**config.mk**
```make
export PLATFORM = sky130hd
export DESIGN_NAME = dax_supervisor
export DESIGN_NICKNAME = d
export VERILOG_FILES = /design/src/core/dax_pkg.sv /design/src/core/dax_supervisor.sv /design/src/core/dax_tick.sv
export SDC_FILE = /design/constraint.sdc
export NUM_CORES = 1
export LEC_CHECK = 0
export BUFFER_PORTS_ARGS = -buffer_cell sky130_fd_sc_hd__buf_2
export CORE_UTILIZATION = 64
export DETAILED_ROUTE_END_ITERATION = 8
export PLACE_DENSITY = 0.86
export SLEW_MARGIN = 20
export SYNTH_ARGS = -nofsm -noshare
export SYNTH_HDL_FRONTEND = slang
export SYNTH_HIERARCHICAL = 1
export SYNTH_SLANG_ARGS = --single-unit
```
**constraint.sdc**
```tcl
create_clock -name clk -period 26.1 [get_ports clk]
set_clock_uncertainty 0.05 [all_clocks]
set_input_delay 3.915 -clock clk [delete_from_list [all_inputs] [get_ports clk]]
set_output_delay 3.915 -clock clk [all_outputs]
set_load 0.005 [all_outputs]
```
**src/core/dax_pkg.sv**
```systemverilog
/*
 * Constants shared by the drive auxiliary supervision block: register
 * offsets, field positions, reset values, limits and timing counts.
 * Assumes a 100 MHz system clock and the unit scaling listed below.
 */
package dax_pkg;
    // Timing: one-second base tick and 0.1 minute tick
    localparam int unsigned CLK_HZ       = 100_000_000;
    localparam int unsigned TICK_S       = 1;
    localparam int unsigned CYC_PER_SEC  = CLK_HZ * TICK_S;
    localparam int unsigned SEC_PER_DMIN = 6;

    // Widths: current 0.1 %, volts 0.01 V, degrees, 0.01 Hz, 0.1 min, s
    localparam int unsigned CUR_W  = 12;
    localparam int unsigned VOLT_W = 11;
    localparam int unsigned TEMP_W = 8;
    localparam int unsigned FREQ_W = 16;
    localparam int unsigned MIN_W  = 16;
    localparam int unsigned SEC_W  = 16;
    localparam int unsigned ADDR_W = 8;
    localparam int unsigned N_EVT  = 7;

    // Register byte offsets
    localparam logic [7:0] OFS_CTRL     = 8'h00;
    localparam logic [7:0] OFS_CUR1     = 8'h04;
    localparam logic [7:0] OFS_CUR2     = 8'h08;
    localparam logic [7:0] OFS_TIMED    = 8'h0C;
    localparam logic [7:0] OFS_AIN_LIM  = 8'h10;
    localparam logic [7:0] OFS_TEMP     = 8'h14;
    localparam logic [7:0] OFS_WAKE_F   = 8'h18;
    localparam logic [7:0] OFS_WAKE_D   = 8'h1C;
    localparam logic [7:0] OFS_SLEEP_F  = 8'h20;
    localparam logic [7:0] OFS_SLEEP_D  = 8'h24;
    localparam logic [7:0] OFS_RUN_ARR  = 8'h28;
    localparam logic [7:0] OFS_STATUS   = 8'h2C;
    localparam logic [7:0] OFS_REMAIN   = 8'h30;
    localparam logic [7:0] OFS_IRQ_STAT = 8'h34;
    localparam logic [7:0] OFS_IRQ_MASK = 8'h38;

    // Field positions
    localparam int unsigned CTRL_TIMED_EN = 0;
    localparam int unsigned CTRL_SRC_LSB  = 1;
    localparam int unsigned CTRL_FAN_MODE = 3;
    localparam int unsigned HI_LSB        = 16;

    // Duration source codes
    localparam logic [1:0] SRC_STORED = 2'h0;
    localparam logic [1:0] SRC_AIN1   = 2'h1;
    localparam logic [1:0] SRC_AIN2   = 2'h2;

    // Reset values and limits
    localparam logic [CUR_W-1:0]  CUR_LVL_DEF = 12'h3E8;
    localparam logic [CUR_W-1:0]  CUR_MAX     = 12'hBB8;
    localparam logic [VOLT_W-1:0] LO_DEF      = 11'h136;
    localparam logic [VOLT_W-1:0] HI_DEF      = 11'h2A8;
    localparam logic [VOLT_W-1:0] VOLT_MAX    = 11'h44C;
    localparam logic [VOLT_W-1:0] AIN_FULL    = 11'h3E8;
    localparam logic [TEMP_W-1:0] TEMP_DEF    = 8'h4B;
    localparam logic [TEMP_W-1:0] TEMP_MAX    = 8'h64;
    localparam logic [TEMP_W-1:0] FAN_TEMP    = 8'h28;
    localparam logic [MIN_W-1:0]  MIN_MAX     = 16'hFDE8;
    localparam logic [SEC_W-1:0]  SEC_MAX     = 16'hFDE8;

    // Sleep sequencer states
    typedef enum logic [1:0] {
        st_awake  = 2'b01,
        st_asleep = 2'b10
    } dax_sleep_e;
endpackage

```
**src/core/dax_supervisor.sv**
```systemverilog
/*
 * Drive auxiliary supervision: current arrival, timed run, analog window,
 * heatsink flags, fan control, sleep/wake and run-time arrival.
 * Assumes synchronous inputs and a simple strobe register port.
 */
`timescale 1ns/10ps
`default_nettype none
module dax_supervisor
    import dax_pkg::*;
#(
    parameter int unsigned CYC_SEC = CYC_PER_SEC
) (
    input  wire logic              clk,
    input  wire logic              rstn,
    input  wire logic [ADDR_W-1:0] addr,
    input  wire logic [31:0]       wdata,
    input  wire logic              wr,
    input  wire logic              rd,
    output logic [31:0]            rdata,
    input  wire logic              run_cmd,
    input  wire logic              running,
    input  wire logic [CUR_W-1:0]  output_current,
    input  wire logic [FREQ_W-1:0] set_freq,
    input  wire logic [TEMP_W-1:0] heat_temp,
    input  wire logic [VOLT_W-1:0] analog_voltage_input_one,
    input  wire logic [VOLT_W-1:0] analog_input_two,
    output logic                   stop_req,
    output logic                   asleep,
    output logic                   cur_arrive,
    output logic                   timed_done,
    output logic                   ain_window,
    output logic                   temp_reached,
    output logic                   fan_on,
    output logic                   runtime_arrive,
    output logic                   irq
);
    ////////////////////////////////////////////////////////////////////////
    // Configuration registers
    logic [3:0]        ctrl, next_ctrl;
    logic [CUR_W-1:0]  lvl [2], next_lvl [2], wid [2], next_wid [2];
    logic [MIN_W-1:0]  timed_dur, next_timed_dur, run_arr, next_run_arr;
    logic [VOLT_W-1:0] lo, next_lo, hi, next_hi;
    logic [TEMP_W-1:0] temp_thr, next_temp_thr;
    logic [FREQ_W-1:0] wake_f, next_wake_f, sleep_f, next_sleep_f;
    logic [SEC_W-1:0]  wake_d, next_wake_d, sleep_d, next_sleep_d;
    logic [N_EVT-1:0]  irq_stat, next_irq_stat, irq_mask, next_irq_mask;

    function automatic logic [15:0] clip(input logic [15:0] v, input logic [15:0] mx);
        return (v > mx) ? mx : v;
    endfunction

    // Writes other than control, frequencies and mask are clipped to the documented ranges so the compares stay sane
    always_comb begin
        next_ctrl = ctrl;
        next_lvl = lvl;
        next_wid = wid;
        next_timed_dur = timed_dur;
        next_lo = lo;
        next_hi = hi;
        next_temp_thr = temp_thr;
        next_wake_f = wake_f;
        next_wake_d = wake_d;
        next_sleep_f = sleep_f;
        next_sleep_d = sleep_d;
        next_run_arr = run_arr;
        next_irq_mask = irq_mask;
        if (wr) begin
            case (addr)
                OFS_CTRL:     next_ctrl = wdata[3:0];
                OFS_CUR1, OFS_CUR2: begin
                    next_lvl[addr[3]] = CUR_W'(clip(16'(wdata[CUR_W-1:0]), 16'(CUR_MAX)));
                    next_wid[addr[3]] = CUR_W'(clip(16'(wdata[HI_LSB+:CUR_W]), 16'(CUR_MAX)));
                end
                OFS_TIMED:    next_timed_dur = clip(wdata[15:0], MIN_MAX);
                OFS_AIN_LIM: begin
                    next_hi = VOLT_W'(clip(16'(wdata[HI_LSB+:VOLT_W]), 16'(VOLT_MAX)));
                    next_lo = VOLT_W'(clip(16'(wdata[VOLT_W-1:0]), 16'(next_hi)));
                end
                OFS_TEMP:     next_temp_thr = TEMP_W'(clip(16'(wdata[7:0]), 16'(TEMP_MAX)));
                OFS_WAKE_F:   next_wake_f = wdata[15:0];
                OFS_WAKE_D:   next_wake_d = clip(wdata[15:0], SEC_MAX);
                OFS_SLEEP_F:  next_sleep_f = wdata[15:0];
                OFS_SLEEP_D:  next_sleep_d = clip(wdata[15:0], SEC_MAX);
                OFS_RUN_ARR:  next_run_arr = clip(wdata[15:0], MIN_MAX);
                OFS_IRQ_MASK: next_irq_mask = wdata[N_EVT-1:0];
                default:      ;
            endcase
        end
    end

    always_ff @(posedge clk or negedge rstn) begin
        if (!rstn) begin
            ctrl <= '0;
            lvl <= '{CUR_LVL_DEF, CUR_LVL_DEF};
            wid <= '{'0, '0};
            timed_dur <= '0;
            lo <= LO_DEF;
            hi <= HI_DEF;
            temp_thr <= TEMP_DEF;
            wake_f <= '0;
            wake_d <= '0;
            sleep_f <= '0;
            sleep_d <= '0;
            run_arr <= '0;
            irq_mask <= '0;
        end else begin
            ctrl <= next_ctrl;
            lvl <= next_lvl;
            wid <= next_wid;
            timed_dur <= next_timed_dur;
            lo <= next_lo;
            hi <= next_hi;
            temp_thr <= next_temp_thr;
            wake_f <= next_wake_f;
            wake_d <= next_wake_d;
            sleep_f <= next_sleep_f;
            sleep_d <= next_sleep_d;
            run_arr <= next_run_arr;
            irq_mask <= next_irq_mask;
        end
    end

    ////////////////////////////////////////////////////////////////////////
    // Ticks and run timer
    logic             run_q, start, sec_tick, dmin_tick;
    logic [MIN_W-1:0] elapsed, next_elapsed, dur_eff, remain;
    logic [VOLT_W-1:0] ain_sel;
    logic [26:0]      scaled;

    assign start = running && !run_q;

    dax_tick #(.CYC_SEC(CYC_SEC)) u_tick (
        .clk       (clk),
        .rstn      (rstn),
        .restart   (start),
        .sec_tick  (sec_tick),
        .dmin_tick (dmin_tick)
    );

    // Full-scale analog input maps onto the stored duration; 3 acts as stored
    always_comb begin
        ain_sel = (ctrl[CTRL_SRC_LSB+:2] == SRC_AIN1) ? analog_voltage_input_one
                                                       : analog_input_two;
        if (ain_sel > AIN_FULL) ain_sel = AIN_FULL;
        scaled = (27'(ain_sel) * 27'(timed_dur)) / 27'(AIN_FULL);
        case (ctrl[CTRL_SRC_LSB+:2])
            SRC_AIN1, SRC_AIN2: dur_eff = MIN_W'(scaled);
            default:            dur_eff = timed_dur;
        endcase
        remain = (dur_eff > elapsed) ? dur_eff - elapsed : '0;
    end

    // Elapsed run time in 0.1 min, saturating, restarted from zero
    always_comb begin
        next_elapsed = elapsed;
        if (start) next_elapsed = '0;
        else if (running && dmin_tick && elapsed != MIN_MAX)
            next_elapsed = elapsed + MIN_W'(1);
    end

    always_ff @(posedge clk or negedge rstn) begin
        if (!rstn) begin
            run_q <= 1'b0;
            elapsed <= '0;
        end else begin
            run_q <= running;
            elapsed <= next_elapsed;
        end
    end

    ////////////////////////////////////////////////////////////////////////
    // Sleep / wake sequencer, counted in whole seconds
    dax_sleep_e       sl_st, next_sl_st;
    logic [SEC_W-1:0] sl_cnt, next_sl_cnt;
    logic             sl_en;

    assign sl_en = (wake_f != '0) || (sleep_f != '0);

    always_comb begin
        next_sl_st = sl_st;
        next_sl_cnt = sl_cnt;
        case (sl_st)
            st_awake: begin
                if (sl_en && running && set_freq <= sleep_f) begin
                    if (sl_cnt >= sleep_d) begin
                        next_sl_st = st_asleep;
                        next_sl_cnt = '0;
                    end else if (sec_tick) next_sl_cnt = sl_cnt + SEC_W'(1);
                end else next_sl_cnt = '0;
            end
            st_asleep: begin
                if (!sl_en || !run_cmd) begin
                    next_sl_st = st_awake;
                    next_sl_cnt = '0;
                end else if (set_freq >= wake_f) begin
                    if (sl_cnt >= wake_d) begin
                        next_sl_st = st_awake;
                        next_sl_cnt = '0;
                    end else if (sec_tick) next_sl_cnt = sl_cnt + SEC_W'(1);
                end else next_sl_cnt = '0;
            end
            default: begin
                next_sl_st = st_awake;
                next_sl_cnt = '0;
            end
        endcase
    end

    always_ff @(posedge clk or negedge rstn) begin
        if (!rstn) begin
            sl_st <= st_awake;
            sl_cnt <= '0;
        end else begin
            sl_st <= next_sl_st;
            sl_cnt <= next_sl_cnt;
        end
    end

    assign asleep = (sl_st == st_asleep);
    assign stop_req = asleep || timed_done;

    ////////////////////////////////////////////////////////////////////////
    // Output terminal flags, all registered levels
    logic [1:0] hit;
    logic next_cur, next_done, next_ain, next_temp, next_fan, next_rta;

    generate
        for (genvar i = 0; i < 2; i++) begin : g_pt
            // Window test with one extra bit so level + width cannot wrap
            assign hit[i] = ({1'b0, output_current} + {1'b0, wid[i]} >= {1'b0, lvl[i]})
                         && ({1'b0, output_current} <= {1'b0, lvl[i]} + {1'b0, wid[i]});
        end
    endgenerate

    always_comb begin
        next_cur  = |hit;
        next_done = timed_done;
        if (start) next_done = 1'b0;
        else if (ctrl[CTRL_TIMED_EN] && running && elapsed >= dur_eff) next_done = 1'b1;
        next_ain  = (analog_voltage_input_one > hi) || (analog_voltage_input_one < lo);
        next_temp = heat_temp >= temp_thr;
        if (ctrl[CTRL_FAN_MODE]) next_fan = 1'b1;
        else next_fan = running || (heat_temp > FAN_TEMP);
        next_rta  = running && (elapsed >= run_arr);
    end

    always_ff @(posedge clk or negedge rstn) begin
        if (!rstn) begin
            cur_arrive <= 1'b0;
            timed_done <= 1'b0;
            ain_window <= 1'b0;
            temp_reached <= 1'b0;
            fan_on <= 1'b0;
            runtime_arrive <= 1'b0;
        end else begin
            cur_arrive <= next_cur;
            timed_done <= next_done;
            ain_window <= next_ain;
            temp_reached <= next_temp;
            fan_on <= next_fan;
            runtime_arrive <= next_rta;
        end
    end

    ////////////////////////////////////////////////////////////////////////
    // Interrupts: rising flags set sticky bits, write one clears, set wins
    logic [N_EVT-1:0] flags, flags_q, evt;

    assign flags = {asleep, runtime_arrive, fan_on, temp_reached,
                    ain_window, timed_done, cur_arrive};
    assign evt = flags & ~flags_q;

    generate
        for (genvar b = 0; b < N_EVT; b++) begin : g_irq
            assign next_irq_stat[b] = evt[b] ||
                (irq_stat[b] && !(wr && addr == OFS_IRQ_STAT && wdata[b]));
        end
    endgenerate

    always_ff @(posedge clk or negedge rstn) begin
        if (!rstn) begin
            flags_q <= '0;
            irq_stat <= '0;
        end else begin
            flags_q <= flags;
            irq_stat <= next_irq_stat;
        end
    end

    assign irq = |(irq_stat & irq_mask);

    ////////////////////////////////////////////////////////////////////////
    // Read port: data one cycle after the strobe, zero otherwise
    logic [31:0] next_rdata;

    always_comb begin
        next_rdata = '0;
        if (rd) begin
            case (addr)
                OFS_CTRL:     next_rdata = 32'(ctrl);
                OFS_CUR1:     next_rdata = {4'h0, wid[0], 4'h0, lvl[0]};
                OFS_CUR2:     next_rdata = {4'h0, wid[1], 4'h0, lvl[1]};
                OFS_TIMED:    next_rdata = 32'(timed_dur);
                OFS_AIN_LIM:  next_rdata = {5'h00, hi, 5'h00, lo};
                OFS_TEMP:     next_rdata = 32'(temp_thr);
                OFS_WAKE_F:   next_rdata = 32'(wake_f);
                OFS_WAKE_D:   next_rdata = 32'(wake_d);
                OFS_SLEEP_F:  next_rdata = 32'(sleep_f);
                OFS_SLEEP_D:  next_rdata = 32'(sleep_d);
                OFS_RUN_ARR:  next_rdata = 32'(run_arr);
                OFS_STATUS:   next_rdata = 32'(flags);
                OFS_REMAIN:   next_rdata = 32'(remain);
                OFS_IRQ_STAT: next_rdata = 32'(irq_stat);
                OFS_IRQ_MASK: next_rdata = 32'(irq_mask);
                default:      next_rdata = '0;
            endcase
        end
    end

    always_ff @(posedge clk or negedge rstn) begin
        if (!rstn) rdata <= '0;
        else rdata <= next_rdata;
    end
endmodule
`default_nettype wire

```
**src/core/dax_tick.sv**
```systemverilog
/*
 * Prescaler giving a one-cycle second tick and a 0.1 minute tick.
 * Assumes restart is a one-cycle pulse from the owning block.
 */
`timescale 1ns/10ps
`default_nettype none
module dax_tick
    import dax_pkg::*;
#(
    parameter int unsigned CYC_SEC = CYC_PER_SEC
) (
    input  wire logic clk,
    input  wire logic rstn,
    input  wire logic restart,
    output logic      sec_tick,
    output logic      dmin_tick
);
    localparam int unsigned CW = $clog2(CYC_SEC + 1);
    localparam logic [CW-1:0] CYC_LAST = CW'(CYC_SEC - 1);
    localparam logic [3:0]    DMIN_LAST = 4'(SEC_PER_DMIN - 1);

    logic [CW-1:0] cyc;
    logic [CW-1:0] next_cyc;
    logic [3:0]    sec;
    logic [3:0]    next_sec;

    // Restart realigns both ticks so a run counts whole periods from start
    always_comb begin
        next_cyc = cyc + CW'(1);
        next_sec = sec;
        if (restart) begin
            next_cyc = '0;
            next_sec = '0;
        end else if (cyc == CYC_LAST) begin
            next_cyc = '0;
            next_sec = (sec == DMIN_LAST) ? 4'h0 : sec + 4'h1;
        end
    end

    always_ff @(posedge clk or negedge rstn) begin
        if (!rstn) begin
            cyc <= '0;
            sec <= '0;
        end else begin
            cyc <= next_cyc;
            sec <= next_sec;
        end
    end

    assign sec_tick  = (cyc == CYC_LAST) && !restart;
    assign dmin_tick = sec_tick && (sec == DMIN_LAST);
endmodule
`default_nettype wire

```
; Yosys cells after proc, flatten, opt, wreduce, memory -nomap -nowiden
; Index checks and enable logic that the tools add are counted.
; Widths: inputs -> output; s select.
[totals]
register_bits = 303
input_bits = 104
output_inout_bits = 41
word_cells = 206
[classes]
addsub = 9
n_mul = 1
div = 1
n_lt_le_gt_ge = 24
eq_ne = 25
muxes = 39
n_bitwise = 4
n_reduce_logical = 73
[ops]
columns = operator, count
row1 = $pmux 28 s15, 1
row2 = $mux 16, 11
row3 = $ge 16x16->1, 5
row4 = $eq 8x6->1 const B, 7
row5 = $mux 27, 2
row6 = $add 12x12->13, 4
row7 = $bwmux 24, 2
row8 = $mux 11, 4
row9 = $mux 12, 3
row10 = $add 16x1->16 const B, 2
row11 = $eq 8x5->1 const B, 4
row12 = $pmux 16 s2, 1
row13 = $reduce_bool 16->1, 2
row14 = $logic_and 1x1->1, 28
row15 = $mux 28, 1
row16 = $add 27x1->27 const B, 1
row17 = $div 27x10->27 const B, 1
row18 = $eq 27x27->1 const B, 1
row19 = $mul 11x16->27, 1
row20 = $ge 13x12->1, 2
row21 = $le 12x13->1, 2
row22 = $gt 12x12->1 const B, 2
row23 = $gt 11x11->1, 2
row24 = $reduce_and 2->1, 11
row25 = 37 further kinds, 76

; Longest topological paths before layout
[logic_depth]
ltp_word = 11
mapped_depth = 95
mapped_depth_nobuf = 85

; By module
; Netlist, hierarchy kept.
[by_module_without_submodules]
columns = mod, n_inst, cells_per_inst, area_each_um2
row1 = dax_supervisor, 1, 3516, 29811.1
row2 = dax_tick, 1, 190, 1811.7

; Worst setup path after synthesis
; No wires, ideal clock.
[synth_timing]
path_kind = input-to-reg
start = input port analog_input_two[0]
end = register rdata[15]
setup_ps = 86
arrival_time_ps = 23389
required_ps = 25964
path_slack_ps = 2575
path_stages = 86
n_path_buf = 6
path_cell_list = nor4_1 a21oi_1 a21oi_1 nor3_1 nor2_1 nand2_1 o21ai_1 o31ai_1 clkbuf_1 nor2_1 clkbuf_1 nand2_1 fa_1 inv_1 fa_1 inv_1 fa_1 inv_1 [... 50 more ...] ha_1 a21o_1 a21o_1 a21o_1 a21o_1 a21oi_1 o21bai_1 a21oi_1 o21bai_1 a21o_1 a21o_1 a21o_1 a21o_1 a21o_1 a21oi_1 xnor2_1 nand2_1 a31oi_1
[synth_between]
elab_chain_len = 10
[synth_rtl]
columns = element, line_no
row1 = start: declaration, dax_supervisor.sv:26  ; input wire logic [VOLT_W-1:0] analog_input_two,
row2 = $mux 11 (*), dax_supervisor.sv:142  ; ain_sel = (ctrl[CTRL_SRC_LSB+:2] == SRC_AIN1) ? analog_voltage_input_one
row3 = $gt 11x10->1, dax_supervisor.sv:144  ; if (ain_sel > AIN_FULL) ain_sel = AIN_FULL;
row4 = $mux 11 (*), dax_supervisor.sv:144
row5 = $mul 11x16->27 (*), dax_supervisor.sv:145  ; scaled = (27'(ain_sel) * 27'(timed_dur)) / 27'(AIN_FULL);
row6 = $div 27x10->27 (*), dax_supervisor.sv:145
row7 = $mux 16 (*), dax_supervisor.sv:146  ; case (ctrl[CTRL_SRC_LSB+:2])
row8 = $sub 16x16->16 or $gt 16x16->1 (tied branches), dax_supervisor.sv:150  ; remain = (dur_eff > elapsed) ? dur_eff - elapsed : '0;
row9 = $mux 16 (*), dax_supervisor.sv:150
row10 = $pmux 28 s15 (*), dax_supervisor.sv:299  ; case (addr)
row11 = $mux 28 (*), dax_supervisor.sv:298  ; if (rd) begin
row12 = via next_rdata[15], dax_supervisor.sv:294  ; logic [31:0] next_rdata;
row13 = end signal: assignment, dax_supervisor.sv:322  ; else rdata <= next_rdata;
row14 = end: declaration, dax_supervisor.sv:19  ; output logic [31:0] rdata,
; The timed path passes the listed nets; every way through them passes the cells marked *.
; A chain may end at the register's enable or synchronous reset.

; Worst setup path after layout
[layout_timing]
start = input port analog_input_two[0]
end = register rdata[1]
; The elaborated chain is that of the path after synthesis.

==> results.md <==
- Core area: roughly 50000 sq um
- Area Overhead vs Synth: 9.156%
- Simple-Gate Fraction of Synth Area: 0.1909
- Setup crit start kind: input pin
- Iter 0 DRT Violations: 3476
- Post-route ant nets: 0
- Clock insertion delay at the later pin of the skew report: around 0.58 ns
- Slowest stage delay, CP: 0.60 ns
- Synth cell types: roughly 130
- Worst Hold End: irq_stat[6]
- Syn. warnings: 6
- Setup slack, reg-to-reg: 3.51 ns
- Port buffer count: 136
- Ys async rst share: 1.000
- First-pass GRT wire length: between 150000 and 200000 um
- WL per Instance: around 21 um
- FF-to-FF End: rdata[1]
- # H-tree levels: 1
- Hold Path Origin: flags_q[6]
- All-Layer GR Usage: 0.3771
- IO Count: between 100 and 150
- TritonCTS clock tree: yes
- Outcome: finished with violations
- Synth Area in XOR/XNOR: 0.04633
- Starting Density: 0.6474
- Mapped Cells: around 3.7k
- Failing checks: DRC
- Worst path required time: between 20 and 30 ns
- Final Cycle Share: 0.9616
- Post-DP HPWL: about 74000 um
- Worst-margin pin slew: about 1.1 ns
- Top-count cell post-synth: nand2_1
- Final Hold Fails: 0
- Number of remaining DRC errors: 2
- Critical path class: input pin to register
- Mapped Area: between 30000 and 40000 sq um
- Die ar.: just over 50000 sq um
- Number of hold buffers added after cts: 0
- Reg2Reg Depth: 88
- Vias: 29.90k
- Setup violations, final: 0
- Final setup margin: between 1 and 1.5 ns
- Slowest cell on crit path: or4_4
- Synth Register Bits: 299
- Placed cell areas: 33340 sq um
- Mux cell area share after synthesis: 0.04063
- Row cnt: between 80 and 90
- Compound-cell area share of the yosys netlist: 0.2167
- Synth area leaders: dfrtp_1 22%, ha_1 12%, fa_1 8.2%
- Final Core Density: 0.7066
- Vert. Die Dim: approximately 220 um
- Synth Area per Inst: 8.533 sq um
- Highest net fanout along the worst path: 20
- Final wirelength: approximately 96000 um
- # Max-Cap Violations: 0
- Slew Viols, Final: 0
- Worst setup EP type: register
- Predominant post-synthesis flop cell: dfrtp_1
- Post-Synth Adder-Cell Area: 0.2043
- Clk root buf: clkbuf_16
- 1st-pass router iterations: 9
- Slew margin rel.: 0.2662
- Die span in x: approximately 220 um
- Final-stage net count: around 4.4k
- Final Cell Area: ~35000 sq um
- Via/cell ratio: 6.588
- Longest Clk Path Bufs: 3
- Setup Slack @ Placement: 0.3723 ns
- Largest family of logic cells by synthesized area: compound AO/OA/AOI/OAI gates
- WHS Path Cells: 1
- Initial antenna violation count: 1
- Reg-to-Reg Start: ctrl[2]
- Vias in the first global route: 29.04k
- Share of cells above drive strength 1: 0.1358
- Synth cell count leaders: 387 x nand2_1, 360 x inv_1, 306 x ha_1
- Critical path data arrival time: around 25 ns
- Sequential element share of the synthesized area: 0.2376
- Synth area leader: dfrtp_1
- Final GP Congestion: 1.006
- Minimum clock period: ~25 ns
- Largest net degree at the start of global routing: just over 90
- Setup TNS: 0 ns
- Clk slew on worst S/H paths: approximately 0.060 ns
- Fmax: roughly 40 MHz
- Post-synth EDFFs: 0
- Hold Crit Class: register to register
- Grt ovf: 0
- # clock sinks: between 200 and 300
- Crit. Startpoint: analog_input_two[0]
- Synth top area share: 0.2160
- CTS Buf Count: 29
==> placed cells by master (no fill, tap or decap), types with 90 or more instances in the layout <==
cell	netlist	final
inv_1	360	360
xnor2_1	107	106
dfrtp_1	273	273
buf_2	27	135
buf_4	7	104
nand3_1	90	90
o21ai_0	224	224
ha_1	306	306
nand2_1	387	387
a21oi_1	228	224
fa_1	130	130
nor2_1	227	226
==> worst max-delay path: cells and delay by family <==
family,cells,cell delay [ns]
AND/OR/NAND/NOR,17,3.78
XOR/XNOR,1,0.19
buffers and inverters,13,1.69
AO/OA/AOI/OAI,42,10.82
multiplexers,5,1.48
adder cells (fa/ha/maj),8,3.57
==> through the flow <==
stage | instances | hold slack, ns
5_1_grt | 4538 | 0.3941
2_1_floorplan | 3724 | 0.3496
6_report | 4538 | 0.3720
4_1_cts | 4533 | 0.3668
3_3_place_gp | 4479 | 0.3511
3_5_place_dp | 4479 | 0.3582
==> sequential cells by signal (all words and copies together), names as in the netlist, 2 cells and up <==
name        flops
u_tick/sec      4
rdata          28
sl_st           2
wake_f         16
u_tick/cyc     27
irq_mask        7
wid            24
timed_dur      16
wake_d         16
hi             11
elapsed        16
run_arr        16
sleep_d        16
temp_thr        8
ctrl            4
lvl            24
flags_q         7
irq_stat        7
lo             11
sl_cnt         16
sleep_f        16
==> kinds of logic after synthesis <==
logic type	after synthesis
DFF	299
adders and majority gates	439
xor gates and xnor gates	163
and+or+nand+nor	1198
muxes	115
AOI/OAI and AO/OA	984
other	2
buffers and inverters	506
==> per-layer routing <==
layer | share of wire | GRT usage | up-vias
met5 | 0 | 0 | -
met2 | 0.45 | 0.6120 | 1758
met3 | 0.099 | 0.06192 | 488
li1 | - | - | 13480
met1 | 0.37 | 0.4707 | 14180
met4 | 0.073 | 0.2363 | 0
==> layout make-up <==
type                            count  area, sq um
Multi-Input combinational cell   2920        22340
Fill cell                        3714        14330
Sequential cell                   299         7515
Timing Repair Buffer              240         1471
Inverter                          360         1351
Tap cell                          664        830.8
Clock buffer                       39        813.3
Clock inverter                     15        197.7
Antenna cell                        1        2.502
==> worst max-delay path by stage <==
stage           endpoint  slack [ns]
3_5_place_dp    rdata[1]        0.37
5_1_grt        rdata[15]      -0.003
2_1_floorplan  rdata[15]        2.57
3_3_place_gp    rdata[1]        0.58
6_report        rdata[1]        1.00
4_1_cts         rdata[1]        0.90
==> repair_timing <==
item | in CTS | in global routing
resized for setup | 0 | 23
endpoints found under the setup margin | 0 | 16
setup buffers | 0 | 3
Power is left out: the tool's default activity adds up to more than one toggle a clock period on the data nets, which glitch-free logic cannot reach.
